[src/logic/acpc_pkg.sv]
// Shared constants, register map and conversion timing for the converter channel and pin control block.
package acpc_pkg;

  // Register indices; the APB byte address is four times the index.
  localparam logic [7:0] IDX_ANALOG_ONLY = 8'hAE;
  localparam logic [7:0] IDX_REF = 8'hAF;
  localparam logic [7:0] IDX_MODE = 8'hB0;
  localparam logic [7:0] IDX_RESULT_HIGH = 8'hB1;
  localparam logic [7:0] IDX_RESULT_LOW = 8'hB2;
  localparam logic [7:0] IDX_IRQ_STATUS = 8'hB3;
  localparam logic [7:0] IDX_IRQ_MASK = 8'hB4;

  localparam int unsigned APB_AW = 12;
  localparam logic [APB_AW-1:0] ADDR_ANALOG_ONLY = {2'h0, IDX_ANALOG_ONLY, 2'h0};
  localparam logic [APB_AW-1:0] ADDR_REF = {2'h0, IDX_REF, 2'h0};
  localparam logic [APB_AW-1:0] ADDR_MODE = {2'h0, IDX_MODE, 2'h0};
  localparam logic [APB_AW-1:0] ADDR_RESULT_HIGH = {2'h0, IDX_RESULT_HIGH, 2'h0};
  localparam logic [APB_AW-1:0] ADDR_RESULT_LOW = {2'h0, IDX_RESULT_LOW, 2'h0};
  localparam logic [APB_AW-1:0] ADDR_IRQ_STATUS = {2'h0, IDX_IRQ_STATUS, 2'h0};
  localparam logic [APB_AW-1:0] ADDR_IRQ_MASK = {2'h0, IDX_IRQ_MASK, 2'h0};

  // Mode register fields.
  localparam int unsigned MODE_POWER_BIT = 7;
  localparam int unsigned MODE_START_BIT = 6;
  localparam int unsigned MODE_EOC_BIT = 5;
  localparam int unsigned MODE_CONNECT_BIT = 4;
  localparam int unsigned MODE_CHSEL_MSB = 2;
  localparam int unsigned MODE_CHSEL_LSB = 0;
  // Result-low register fields.
  localparam int unsigned LOW_DIV1_BIT = 6;
  localparam int unsigned LOW_RES_BIT = 5;
  localparam int unsigned LOW_DIV0_BIT = 4;
  localparam int unsigned LOW_NIB_MSB = 3;
  // Reference register fields.
  localparam int unsigned REF_EXT_BIT = 7;
  localparam int unsigned REF_LEVEL_MSB = 1;
  // Interrupt status and mask field.
  localparam int unsigned IRQ_CONV_BIT = 0;

  localparam int unsigned PIN_COUNT = 5;
  localparam int unsigned CHSEL_W = 3;
  localparam int unsigned RESULT_W = 12;
  localparam logic [7:0] RESET_BYTE = 8'h00;
  localparam logic [15:0] IRQ_VECTOR = 16'h0008;
  localparam logic RES_12BIT = 1'b1;

  // Converter clock dividers: code 00 is /16, 01 is /8, 10 is /1, 11 is /2.
  localparam logic [1:0] DIV_CODE_16 = 2'h0;
  localparam logic [1:0] DIV_CODE_8 = 2'h1;
  localparam logic [1:0] DIV_CODE_1 = 2'h2;
  localparam logic [1:0] DIV_CODE_2 = 2'h3;
  // Core cycles per converter step minus one: divider times four.
  localparam logic [6:0] STEP_LIM_16 = 7'h3F;
  localparam logic [6:0] STEP_LIM_8 = 7'h1F;
  localparam logic [6:0] STEP_LIM_1 = 7'h03;
  localparam logic [6:0] STEP_LIM_2 = 7'h07;
  // Steps per conversion minus one: 16 steps at 12 bits, 12 steps at 8 bits.
  localparam logic [4:0] STEPS_LIM_12 = 5'h0F;
  localparam logic [4:0] STEPS_LIM_8 = 5'h0B;

  typedef enum logic [0:0] {
    SEQ_IDLE = 1'b0,
    SEQ_CONV = 1'b1
  } acpc_seq_state_t;

  function automatic logic [6:0] step_limit(input logic [1:0] code);
    logic [6:0] lim;
    case (code)
      DIV_CODE_16: lim = STEP_LIM_16;
      DIV_CODE_8: lim = STEP_LIM_8;
      DIV_CODE_1: lim = STEP_LIM_1;
      default: lim = STEP_LIM_2;
    endcase
    return lim;
  endfunction

  function automatic logic [4:0] steps_limit(input logic res12);
    return res12 ? STEPS_LIM_12 : STEPS_LIM_8;
  endfunction

  function automatic logic [10:0] conv_cycles(input logic [1:0] code, input logic res12);
    logic [10:0] a;
    logic [10:0] b;
    a = {4'h0, step_limit(code)} + 11'h001;
    b = {6'h00, steps_limit(res12)} + 11'h001;
    return 11'(a * b);
  endfunction

endpackage

[src/logic/acpc_conv_seq.sv]
// Conversion sequencer: divides the core clock into converter steps and counts a whole conversion.
`timescale 1ns/1ns
module acpc_conv_seq (
  input wire logic core_clk_in,
  input wire logic rst_in,
  input wire logic start_in,
  input wire logic [1:0] clk_div_in,
  input wire logic res12_in,
  output logic busy_out,
  output logic done_out
);

  acpc_pkg::acpc_seq_state_t state_q;
  acpc_pkg::acpc_seq_state_t state_d;
  logic [6:0] step_q;
  logic [6:0] step_d;
  logic [4:0] count_q;
  logic [4:0] count_d;
  logic [6:0] step_lim_q;
  logic [6:0] step_lim_d;
  logic [4:0] count_lim_q;
  logic [4:0] count_lim_d;
  logic done_q;
  logic done_d;

  // Divider and resolution are frozen at start so a mid-conversion write cannot stretch it.
  always_comb
  begin
    state_d = state_q;
    step_d = step_q;
    count_d = count_q;
    step_lim_d = step_lim_q;
    count_lim_d = count_lim_q;
    done_d = 1'b0;
    case (state_q)
      acpc_pkg::SEQ_IDLE:
      begin
        if (start_in)
        begin
          state_d = acpc_pkg::SEQ_CONV;
          step_d = 7'h00;
          count_d = 5'h00;
          step_lim_d = acpc_pkg::step_limit(clk_div_in);
          count_lim_d = acpc_pkg::steps_limit(res12_in);
        end
      end
      acpc_pkg::SEQ_CONV:
      begin
        step_d = 7'(step_q + 7'h01);
        if (step_q == step_lim_q)
        begin
          step_d = 7'h00;
          count_d = 5'(count_q + 5'h01);
          if (count_q == count_lim_q)
          begin
            state_d = acpc_pkg::SEQ_IDLE;
            done_d = 1'b1;
          end
        end
      end
      default:
      begin
        state_d = acpc_pkg::SEQ_IDLE;
      end
    endcase
  end

  always_ff @(posedge core_clk_in or posedge rst_in)
  begin
    if (rst_in)
    begin
      state_q <= acpc_pkg::SEQ_IDLE;
      step_q <= 7'h00;
      count_q <= 5'h00;
      step_lim_q <= 7'h00;
      count_lim_q <= 5'h00;
      done_q <= 1'b0;
    end
    else
    begin
      state_q <= state_d;
      step_q <= step_d;
      count_q <= count_d;
      step_lim_q <= step_lim_d;
      count_lim_q <= count_lim_d;
      done_q <= done_d;
    end
  end

  assign busy_out = (state_q == acpc_pkg::SEQ_CONV);
  assign done_out = done_q;
endmodule // acpc_conv_seq

[src/logic/acpc_top.sv]
// Converter channel selection, pin configuration, conversion control and APB registers.
//
// Contract
// - Channel field value selects analog input directly.
// - At most one pin routed to converter.
// - Channel connects only after connect enable set.
// - Analog-only bit 1 disables pin digital function.
// - Analog-only bit 0 keeps pin dual purpose.
// - Analog-only bits 4:0 map pins, write-only, reset 0.
// - External reference enable makes pin 0 reference.
// - Start bit clears itself at conversion end.
// - End flag clears when start written one.
// - Conversion end sets interrupt flag, vector 8.
// - Result high byte and low nibble split.
// - Conversion lasts 16 or 12 steps of four divided-clock periods.
// - Reference level field picks supply, 4V, 3V, 2V.
`timescale 1ns/1ns
module acpc_top #(
  parameter int unsigned NUM_PINS = acpc_pkg::PIN_COUNT
) (
  input wire logic core_clk_in,
  input wire logic rst_in,
  input wire logic psel_in,
  input wire logic penable_in,
  input wire logic pwrite_in,
  input wire logic [acpc_pkg::APB_AW-1:0] paddr_in,
  input wire logic [31:0] pwdata_in,
  output logic [31:0] prdata_out,
  output logic pready_out,
  output logic pslverr_out,
  input wire logic [acpc_pkg::RESULT_W-1:0] conv_data_in,
  output logic [NUM_PINS-1:0] analog_route_out,
  output logic [NUM_PINS-1:0] port_digital_en_out,
  output logic ext_ref_route_out,
  output logic [1:0] int_ref_level_out,
  output logic conv_power_out,
  output logic conv_sample_out,
  output logic irq_out,
  output logic [15:0] irq_vector_out
);

  function automatic logic addr_hit(input logic [acpc_pkg::APB_AW-1:0] a, input logic [acpc_pkg::APB_AW-1:0] r);
    return a == r;
  endfunction

  // Values 5 to 7 fall off the top and connect nothing.
  function automatic logic [NUM_PINS-1:0] chan_decode(input logic [acpc_pkg::CHSEL_W-1:0] c);
    logic [7:0] full;
    full = 8'h01 << c;
    return full[NUM_PINS-1:0];
  endfunction

  // Converter output is asynchronous to the core clock and is only captured once settled.
  logic [acpc_pkg::RESULT_W-1:0] data_s1_q;
  logic [acpc_pkg::RESULT_W-1:0] data_s2_q;

  always_ff @(posedge core_clk_in or posedge rst_in)
  begin
    if (rst_in)
    begin
      data_s1_q <= '0;
      data_s2_q <= '0;
    end
    else
    begin
      data_s1_q <= conv_data_in;
      data_s2_q <= data_s1_q;
    end
  end

  // APB slave: one wait state, so pready rises on the second access cycle.
  logic pready_q;
  logic pready_d;
  logic pslverr_q;
  logic pslverr_d;
  logic [31:0] prdata_q;
  logic [31:0] prdata_d;
  logic acc_first;
  logic acc_done;
  logic wr_en;
  logic rd_done;
  logic [7:0] wb;
  logic [7:0] rdata;
  logic mapped;

  assign acc_first = psel_in & penable_in & ~pready_q;
  assign acc_done = psel_in & penable_in & pready_q;
  assign wr_en = acc_done & pwrite_in;
  assign rd_done = acc_done & ~pwrite_in;
  assign wb = pwdata_in[7:0];

  // Control and status state.
  logic [NUM_PINS-1:0] analog_only_q;
  logic [NUM_PINS-1:0] analog_only_d;
  logic ext_ref_en_q;
  logic ext_ref_en_d;
  logic [1:0] int_ref_level_q;
  logic [1:0] int_ref_level_d;
  logic conv_power_en_q;
  logic conv_power_en_d;
  logic chan_connect_en_q;
  logic chan_connect_en_d;
  logic [acpc_pkg::CHSEL_W-1:0] chan_sel_q;
  logic [acpc_pkg::CHSEL_W-1:0] chan_sel_d;
  logic [1:0] conv_clk_div_q;
  logic [1:0] conv_clk_div_d;
  logic resolution_sel_q;
  logic resolution_sel_d;
  logic conv_irq_en_q;
  logic conv_irq_en_d;
  logic conv_start_q;
  logic conv_start_d;
  logic eoc_q;
  logic eoc_d;
  logic conv_irq_flag_q;
  logic conv_irq_flag_d;
  logic [acpc_pkg::CHSEL_W-1:0] active_chan_q;
  logic [acpc_pkg::CHSEL_W-1:0] active_chan_d;
  logic [7:0] result_high_q;
  logic [7:0] result_high_d;
  logic [3:0] result_low_q;
  logic [3:0] result_low_d;
  logic start_req;
  logic seq_busy;
  logic seq_done;

  always_comb
  begin
    rdata = acpc_pkg::RESET_BYTE;
    mapped = 1'b1;
    if (addr_hit(paddr_in, acpc_pkg::ADDR_MODE))
    begin
      rdata[acpc_pkg::MODE_POWER_BIT] = conv_power_en_q;
      rdata[acpc_pkg::MODE_START_BIT] = conv_start_q;
      rdata[acpc_pkg::MODE_EOC_BIT] = eoc_q;
      rdata[acpc_pkg::MODE_CONNECT_BIT] = chan_connect_en_q;
      rdata[acpc_pkg::MODE_CHSEL_MSB:acpc_pkg::MODE_CHSEL_LSB] = chan_sel_q;
    end
    else if (addr_hit(paddr_in, acpc_pkg::ADDR_RESULT_HIGH))
    begin
      rdata = result_high_q;
    end
    else if (addr_hit(paddr_in, acpc_pkg::ADDR_RESULT_LOW))
    begin
      rdata[acpc_pkg::LOW_DIV1_BIT] = conv_clk_div_q[1];
      rdata[acpc_pkg::LOW_RES_BIT] = resolution_sel_q;
      rdata[acpc_pkg::LOW_DIV0_BIT] = conv_clk_div_q[0];
      rdata[acpc_pkg::LOW_NIB_MSB:0] = result_low_q;
    end
    else if (addr_hit(paddr_in, acpc_pkg::ADDR_REF))
    begin
      rdata[acpc_pkg::REF_EXT_BIT] = ext_ref_en_q;
      rdata[acpc_pkg::REF_LEVEL_MSB:0] = int_ref_level_q;
    end
    else if (addr_hit(paddr_in, acpc_pkg::ADDR_IRQ_STATUS))
    begin
      rdata[acpc_pkg::IRQ_CONV_BIT] = conv_irq_flag_q;
    end
    else if (addr_hit(paddr_in, acpc_pkg::ADDR_IRQ_MASK))
    begin
      rdata[acpc_pkg::IRQ_CONV_BIT] = conv_irq_en_q;
    end
    else if (!addr_hit(paddr_in, acpc_pkg::ADDR_ANALOG_ONLY))
    begin
      mapped = 1'b0;
    end
    // The analog-only register is write-only and reads as zero.
    pready_d = acc_first;
    pslverr_d = acc_first & ~mapped;
    prdata_d = prdata_q;
    if (acc_first)
    begin
      prdata_d = (pwrite_in || !mapped) ? 32'h0000_0000 : {24'h00_0000, rdata};
    end
  end

  always_ff @(posedge core_clk_in or posedge rst_in)
  begin
    if (rst_in)
    begin
      pready_q <= 1'b0;
      pslverr_q <= 1'b0;
      prdata_q <= 32'h0000_0000;
    end
    else
    begin
      pready_q <= pready_d;
      pslverr_q <= pslverr_d;
      prdata_q <= prdata_d;
    end
  end

  // Register writes and conversion control.
  always_comb
  begin
    analog_only_d = analog_only_q;
    ext_ref_en_d = ext_ref_en_q;
    int_ref_level_d = int_ref_level_q;
    conv_power_en_d = conv_power_en_q;
    chan_connect_en_d = chan_connect_en_q;
    chan_sel_d = chan_sel_q;
    conv_clk_div_d = conv_clk_div_q;
    resolution_sel_d = resolution_sel_q;
    conv_irq_en_d = conv_irq_en_q;
    conv_start_d = conv_start_q;
    eoc_d = eoc_q;
    conv_irq_flag_d = conv_irq_flag_q;
    active_chan_d = active_chan_q;
    result_high_d = result_high_q;
    result_low_d = result_low_q;
    start_req = 1'b0;
    if (wr_en && addr_hit(paddr_in, acpc_pkg::ADDR_ANALOG_ONLY))
    begin
      analog_only_d = wb[NUM_PINS-1:0];
    end
    if (wr_en && addr_hit(paddr_in, acpc_pkg::ADDR_REF))
    begin
      ext_ref_en_d = wb[acpc_pkg::REF_EXT_BIT];
      int_ref_level_d = wb[acpc_pkg::REF_LEVEL_MSB:0];
    end
    if (wr_en && addr_hit(paddr_in, acpc_pkg::ADDR_RESULT_LOW))
    begin
      conv_clk_div_d = {wb[acpc_pkg::LOW_DIV1_BIT], wb[acpc_pkg::LOW_DIV0_BIT]};
      resolution_sel_d = wb[acpc_pkg::LOW_RES_BIT];
    end
    if (wr_en && addr_hit(paddr_in, acpc_pkg::ADDR_IRQ_MASK))
    begin
      conv_irq_en_d = wb[acpc_pkg::IRQ_CONV_BIT];
    end
    if (rd_done && addr_hit(paddr_in, acpc_pkg::ADDR_IRQ_STATUS))
    begin
      conv_irq_flag_d = 1'b0;
    end
    if (wr_en && addr_hit(paddr_in, acpc_pkg::ADDR_MODE))
    begin
      conv_power_en_d = wb[acpc_pkg::MODE_POWER_BIT];
      chan_connect_en_d = wb[acpc_pkg::MODE_CONNECT_BIT];
      chan_sel_d = wb[acpc_pkg::MODE_CHSEL_MSB:acpc_pkg::MODE_CHSEL_LSB];
      if (!wb[acpc_pkg::MODE_EOC_BIT])
      begin
        eoc_d = 1'b0;
      end
      // A start written while a conversion runs is ignored rather than restarting it.
      start_req = wb[acpc_pkg::MODE_START_BIT] & ~seq_busy;
    end
    if (seq_done)
    begin
      conv_start_d = 1'b0;
      eoc_d = 1'b1;
      conv_irq_flag_d = 1'b1;
      result_high_d = data_s2_q[acpc_pkg::RESULT_W-1:4];
      result_low_d = data_s2_q[3:0];
    end
    if (start_req)
    begin
      conv_start_d = 1'b1;
      eoc_d = 1'b0;
      active_chan_d = wb[acpc_pkg::MODE_CHSEL_MSB:acpc_pkg::MODE_CHSEL_LSB];
    end
  end

  always_ff @(posedge core_clk_in or posedge rst_in)
  begin
    if (rst_in)
    begin
      analog_only_q <= '0;
      ext_ref_en_q <= 1'b0;
      int_ref_level_q <= 2'h0;
      conv_power_en_q <= 1'b0;
      chan_connect_en_q <= 1'b0;
      chan_sel_q <= '0;
      conv_clk_div_q <= 2'h0;
      resolution_sel_q <= 1'b0;
      conv_irq_en_q <= 1'b0;
      conv_start_q <= 1'b0;
      eoc_q <= 1'b0;
      conv_irq_flag_q <= 1'b0;
      active_chan_q <= '0;
      result_high_q <= 8'h00;
      result_low_q <= 4'h0;
    end
    else
    begin
      analog_only_q <= analog_only_d;
      ext_ref_en_q <= ext_ref_en_d;
      int_ref_level_q <= int_ref_level_d;
      conv_power_en_q <= conv_power_en_d;
      chan_connect_en_q <= chan_connect_en_d;
      chan_sel_q <= chan_sel_d;
      conv_clk_div_q <= conv_clk_div_d;
      resolution_sel_q <= resolution_sel_d;
      conv_irq_en_q <= conv_irq_en_d;
      conv_start_q <= conv_start_d;
      eoc_q <= eoc_d;
      conv_irq_flag_q <= conv_irq_flag_d;
      active_chan_q <= active_chan_d;
      result_high_q <= result_high_d;
      result_low_q <= result_low_d;
    end
  end

  acpc_conv_seq u_seq (
    .core_clk_in(core_clk_in),
    .rst_in(rst_in),
    .start_in(start_req),
    .clk_div_in(conv_clk_div_q),
    .res12_in(resolution_sel_q),
    .busy_out(seq_busy),
    .done_out(seq_done)
  );

  // Pin and interrupt outputs, all registered.
  logic [NUM_PINS-1:0] route_q;
  logic [NUM_PINS-1:0] route_d;
  logic [NUM_PINS-1:0] dig_en_q;
  logic [NUM_PINS-1:0] dig_en_d;
  logic ext_ref_q;
  logic [1:0] ref_level_q;
  logic power_q;
  logic sample_q;
  logic irq_q;
  logic irq_d;
  logic [15:0] vector_q;
  logic [15:0] vector_d;
  logic [acpc_pkg::CHSEL_W-1:0] route_chan;

  always_comb
  begin
    route_chan = seq_busy ? active_chan_q : chan_sel_q;
    route_d = '0;
    if (chan_connect_en_q)
    begin
      route_d = chan_decode(route_chan);
    end
    // Pin 0 cannot be a signal input while it carries the external reference.
    route_d[0] = route_d[0] & ~ext_ref_en_q;
    dig_en_d = ~analog_only_q;
    irq_d = conv_irq_flag_q & conv_irq_en_q;
    vector_d = irq_d ? acpc_pkg::IRQ_VECTOR : 16'h0000;
  end

  always_ff @(posedge core_clk_in or posedge rst_in)
  begin
    if (rst_in)
    begin
      route_q <= '0;
      dig_en_q <= '1;
      ext_ref_q <= 1'b0;
      ref_level_q <= 2'h0;
      power_q <= 1'b0;
      sample_q <= 1'b0;
      irq_q <= 1'b0;
      vector_q <= 16'h0000;
    end
    else
    begin
      route_q <= route_d;
      dig_en_q <= dig_en_d;
      ext_ref_q <= ext_ref_en_q;
      ref_level_q <= int_ref_level_q;
      power_q <= conv_power_en_q;
      sample_q <= seq_busy;
      irq_q <= irq_d;
      vector_q <= vector_d;
    end
  end

  assign prdata_out = prdata_q;
  assign pready_out = pready_q;
  assign pslverr_out = pslverr_q;
  assign analog_route_out = route_q;
  assign port_digital_en_out = dig_en_q;
  assign ext_ref_route_out = ext_ref_q;
  assign int_ref_level_out = ref_level_q;
  assign conv_power_out = power_q;
  assign conv_sample_out = sample_q;
  assign irq_out = irq_q;
  assign irq_vector_out = vector_q;

  // Helper: measures each conversion against the length expected from its settings.
  logic [10:0] meas_q;
  logic [10:0] expect_q;

  always_ff @(posedge core_clk_in or posedge rst_in)
  begin
    if (rst_in)
    begin
      meas_q <= 11'h000;
      expect_q <= 11'h000;
    end
    else if (start_req)
    begin
      meas_q <= 11'h000;
      expect_q <= acpc_pkg::conv_cycles(conv_clk_div_q, resolution_sel_q);
    end
    else
    begin
      meas_q <= 11'(meas_q + 11'h001);
    end
  end
endmodule // acpc_top
[config.mk]
export PLATFORM = sky130hd
export DESIGN_NAME = acpc_top
export DESIGN_NICKNAME = d
export VERILOG_FILES = /design/src/logic/acpc_pkg.sv /design/src/logic/acpc_conv_seq.sv /design/src/logic/acpc_top.sv
export SDC_FILE = /design/constraint.sdc
export NUM_CORES = 1
export LEC_CHECK = 0
export BUFFER_PORTS_ARGS = -buffer_cell sky130_fd_sc_hd__buf_2
export CAP_MARGIN = 20
export CORE_ASPECT_RATIO = 1.1
export CORE_UTILIZATION = 55
export CTS_BUF_LIST = sky130_fd_sc_hd__clkbuf_16
export CTS_CLUSTER_DIAMETER = 200
export DETAILED_ROUTE_END_ITERATION = 10
export PLACE_DENSITY = 0.89
export SYNTH_ARGS = -nofsm -noshare
export SYNTH_HDL_FRONTEND = slang
export SYNTH_SLANG_ARGS = --single-unit
[constraint.sdc]
create_clock -name core_clk_in -period 6.05 [get_ports core_clk_in]
set_clock_uncertainty 0.1 [all_clocks]
set_input_delay 0.3025 -clock core_clk_in [delete_from_list [all_inputs] [get_ports core_clk_in]]
set_output_delay 0.3025 -clock core_clk_in [all_outputs]
set_load 0.005 [all_outputs]
==> flow_summary.ini <==
[yosys]
synthFlopType = dfrtp_1
yosys_register_bits = 104
synth_area_mm2 = 0.00454
yosys.cell_types.count = 61
synth_edf_count = 0
yosysWarnings = 0
ys_seq_area_share_pct = 57.4
syn_inst = 379
synthArstFlopShare_pct = 100
synthTopCellsByArea = dfrtp_1 (55%), mux2_2 (7.4%), buf_4 (6.6%), dfstp_2 (2.9%), mux2i_1 (2.2%)
netlist.area_leader.share_pct = 54.5
synth.avg_cell_area_um2 = 12.0
synth_top_area_cell = dfrtp_1

[setup_path]
path_max_fanout = 15
crit_arrival_ps = 2520
path_cells = clkinv_1 -> nand3_1 -> or2_1 -> mux2_4
max_stage_delay_ps = 670
critPathLaunchType = flop
critical_path_buf_inv_count = 1
cp_slowest_cell = dfrtp_1
worstPathRequired_ps = 6180
critical_path.top_delay_family = simple AND/OR/NAND/NOR gates
worstSetupPathType = flop to flop
crit_path_end_kind = flop

[routing]
drt-initial-drc-count = 208
route.vias.total = 3087
vias_per_cell = 5.46
finalWirelength_um = 8870
ant_nets = 0
drc = 0
post_drt_wl_per_cell_um = 15.7
drt-pass1-iter-count = 4

[finish]
layout-drive-gt1-share_pct = 25.8
num-nets-final = 515
final_common_cell = dfrtp_1
diodes = 0
layout-area-overhead-vs-synth_pct = 14.0
layout_common_cells = dfrtp_1 (99), buf_2 (63), conb_1 (39), mux2_2 (30), inv_1 (19)
utilization_pct = 65.1

[power_and_ir_drop]
ir_drop_v = 0.000169
leakagePower_uw = 0.00253
cellPowerDensity_mw_per_mm2 = 248

[clock_tree]
cts_made_buffers = 9
ctsResizeCount = 0
cts_root_buffer = clkbuf_16
tritoncts = done
clkLatencyLatePin_ps = 340
clock-sinks = 104
cts_setup_buffers = 0
cts.path.max_buffers = 2
h-tree-depth = 3
cts.clk_slew.worst_paths_ps = 60

[sta]
hold_viol = 0
holdWs_ps = 92.5
rsz0062_at_grt = false
layout_setup_ws_ps = 3650
fmax_ghz = 0.417
period_needed_ps = 2400
finalSetupTns_ps = 0
worstMarginPinSlew_ps = 906
min_period_over_period_pct = 39.6
slew_headroom_pct = 38.8
slew_violations = 0
finalSetupViolCount = 0

[floorplan]
core_mm2 = 0.00796
die_h_um = 97.3
die_w_um = 88.6
initial_core_util_pct = 57.1
dieArea_mm2 = 0.00863
io_pins = 127
fp-row-count = 34

[placed_design]
dpl_worst_slack_ps = 3390
dpl.hpwl_um = 6180
place.port_buffers = 63
place.gp.congestion = 0.806

[global_route]
grt_pass1_vias = 3037
grt_pass1_wl_um = 14600
grt.total_usage_pct = 22.4
grt_max_degree = 64
grt-ovfl-total = 0
grt_antenna_before_repair = 0

[flow_run]
cap_violations = 0

[hold_path]
min_path_type = input port to flop

[run_status]
status = completed
## routing by layer
metal	vias up	track usage (%)	routed length, um
met5	-	0	0
met4	0	8.81	150
met3	12	5.10	399
met2	113	35.9	4610
met1	1556	29.5	3700
li1	1406	-	-
## cell families after synthesis
kind of cell    after synthesis  synth area share (%)
buf+inv                      74                  9.61
other cells                   1                0.0826
simple gates                 92                  12.1
compound gates               59                  8.84
fa+ha+maj                     2                 0.551
mux                          43                  10.6
xor+xnor                      4                 0.771
flops                       104                  57.4
## worst register-to-register path, cell delays in order (launching register included)
cell and delay (ps):
dfrtp_1 670, clkinv_1 420, nand3_1 330, or2_1 430, mux2_4 340
## final cells by class
type / instances / area [um^2]
well taps: 108 / 135
fillers: 594 / 2780
multi-input cells: 239 / 1640
clock buffers: 9 / 225
flip-flops and latches: 104 / 2610
clock inverters: 7 / 37.5
repair buffers: 77 / 453
inverters: 21 / 81.3
## stage by stage
stage / total power [uW] / cell area, um^2 / instances
floorplan: 767 / 4680 / 417
global placement: 770 / 4790 / 536
detailed placement: 772 / 4790 / 536
CTS: 1290 / 5180 / 565
global route: 1330 / 5180 / 565
finish: 1280 / 5180 / 565
## cell usage after synthesis (all sizes together) (2+ instances only)
cell type and count:
or2 3, or4 4, o21ai 17, o211ai 2, dfstp 5, nand4 3
nor3 7, nor3b 3, nor2 12, inv 20, or4b 2, a32oi 3
nand3 8, o22ai 5, and2 3, buf 42, and4 3, a22o 4
a21oi 6, o31ai 6, nand3b 5, xnor2 3, and3 8, dfrtp 99
a22oi 2, mux2i 10, mux2 33, ha 2, clkbuf 11, nand2 13
nand2b 4, nor4 3, nor2b 4
## sequential cells by signal (all words and copies together) (netlist names), 2 cells and up
register,count
result_high_q,8
u_seq.step_q,7
active_chan_q,3
data_s2_q,12
int_ref_level_out,2
analog_only_q,5
result_low_q,4
int_ref_level_q,2
prdata_out,8
conv_clk_div_q,2
chan_sel_q,3
u_seq.count_q,5
u_seq.step_lim_q,3
port_digital_en_out,5
data_s1_q,12
analog_route_out,5
u_seq.count_lim_q,2
## power breakdown
group	leakage, uW	switching [uW]	internal (uW)
Clock	0.000130	245	275
Sequential	0.00132	2.97	704
Combinational	0.00108	37.4	20.8
Total	0.00253	285	1000
## path summary, 6_finish.rpt
path	start	to	slack, ps	cells after the start
hold reg to reg	data_s1_q[3]$_DFF_PP0_	data_s2_q[3]$_DFF_PP0_	250	0
max in group asynchronous	rst_in	analog_route_out[0]$_DFF_PP0_	4240	4
setup / recovery	u_seq.busy_out$_DFF_PP0_	active_chan_q[1]$_DFFE_PP0P_	3650	4
setup reg to reg	u_seq.busy_out$_DFF_PP0_	active_chan_q[1]$_DFFE_PP0P_	3650	4
min in group asynchronous	rst_in	data_s2_q[1]$_DFF_PP0_	440	3
hold / removal	pwdata_in[3]	analog_only_q[3]$_DFFE_PP0P_	90	2
## what timing repair did
action / CTS / global route
endpoints found under the hold margin: 53 / 0
endpoints found under the setup margin: 0 / 0
hold buffers: 13 / 0
Power figures use the tool's default switching activity.
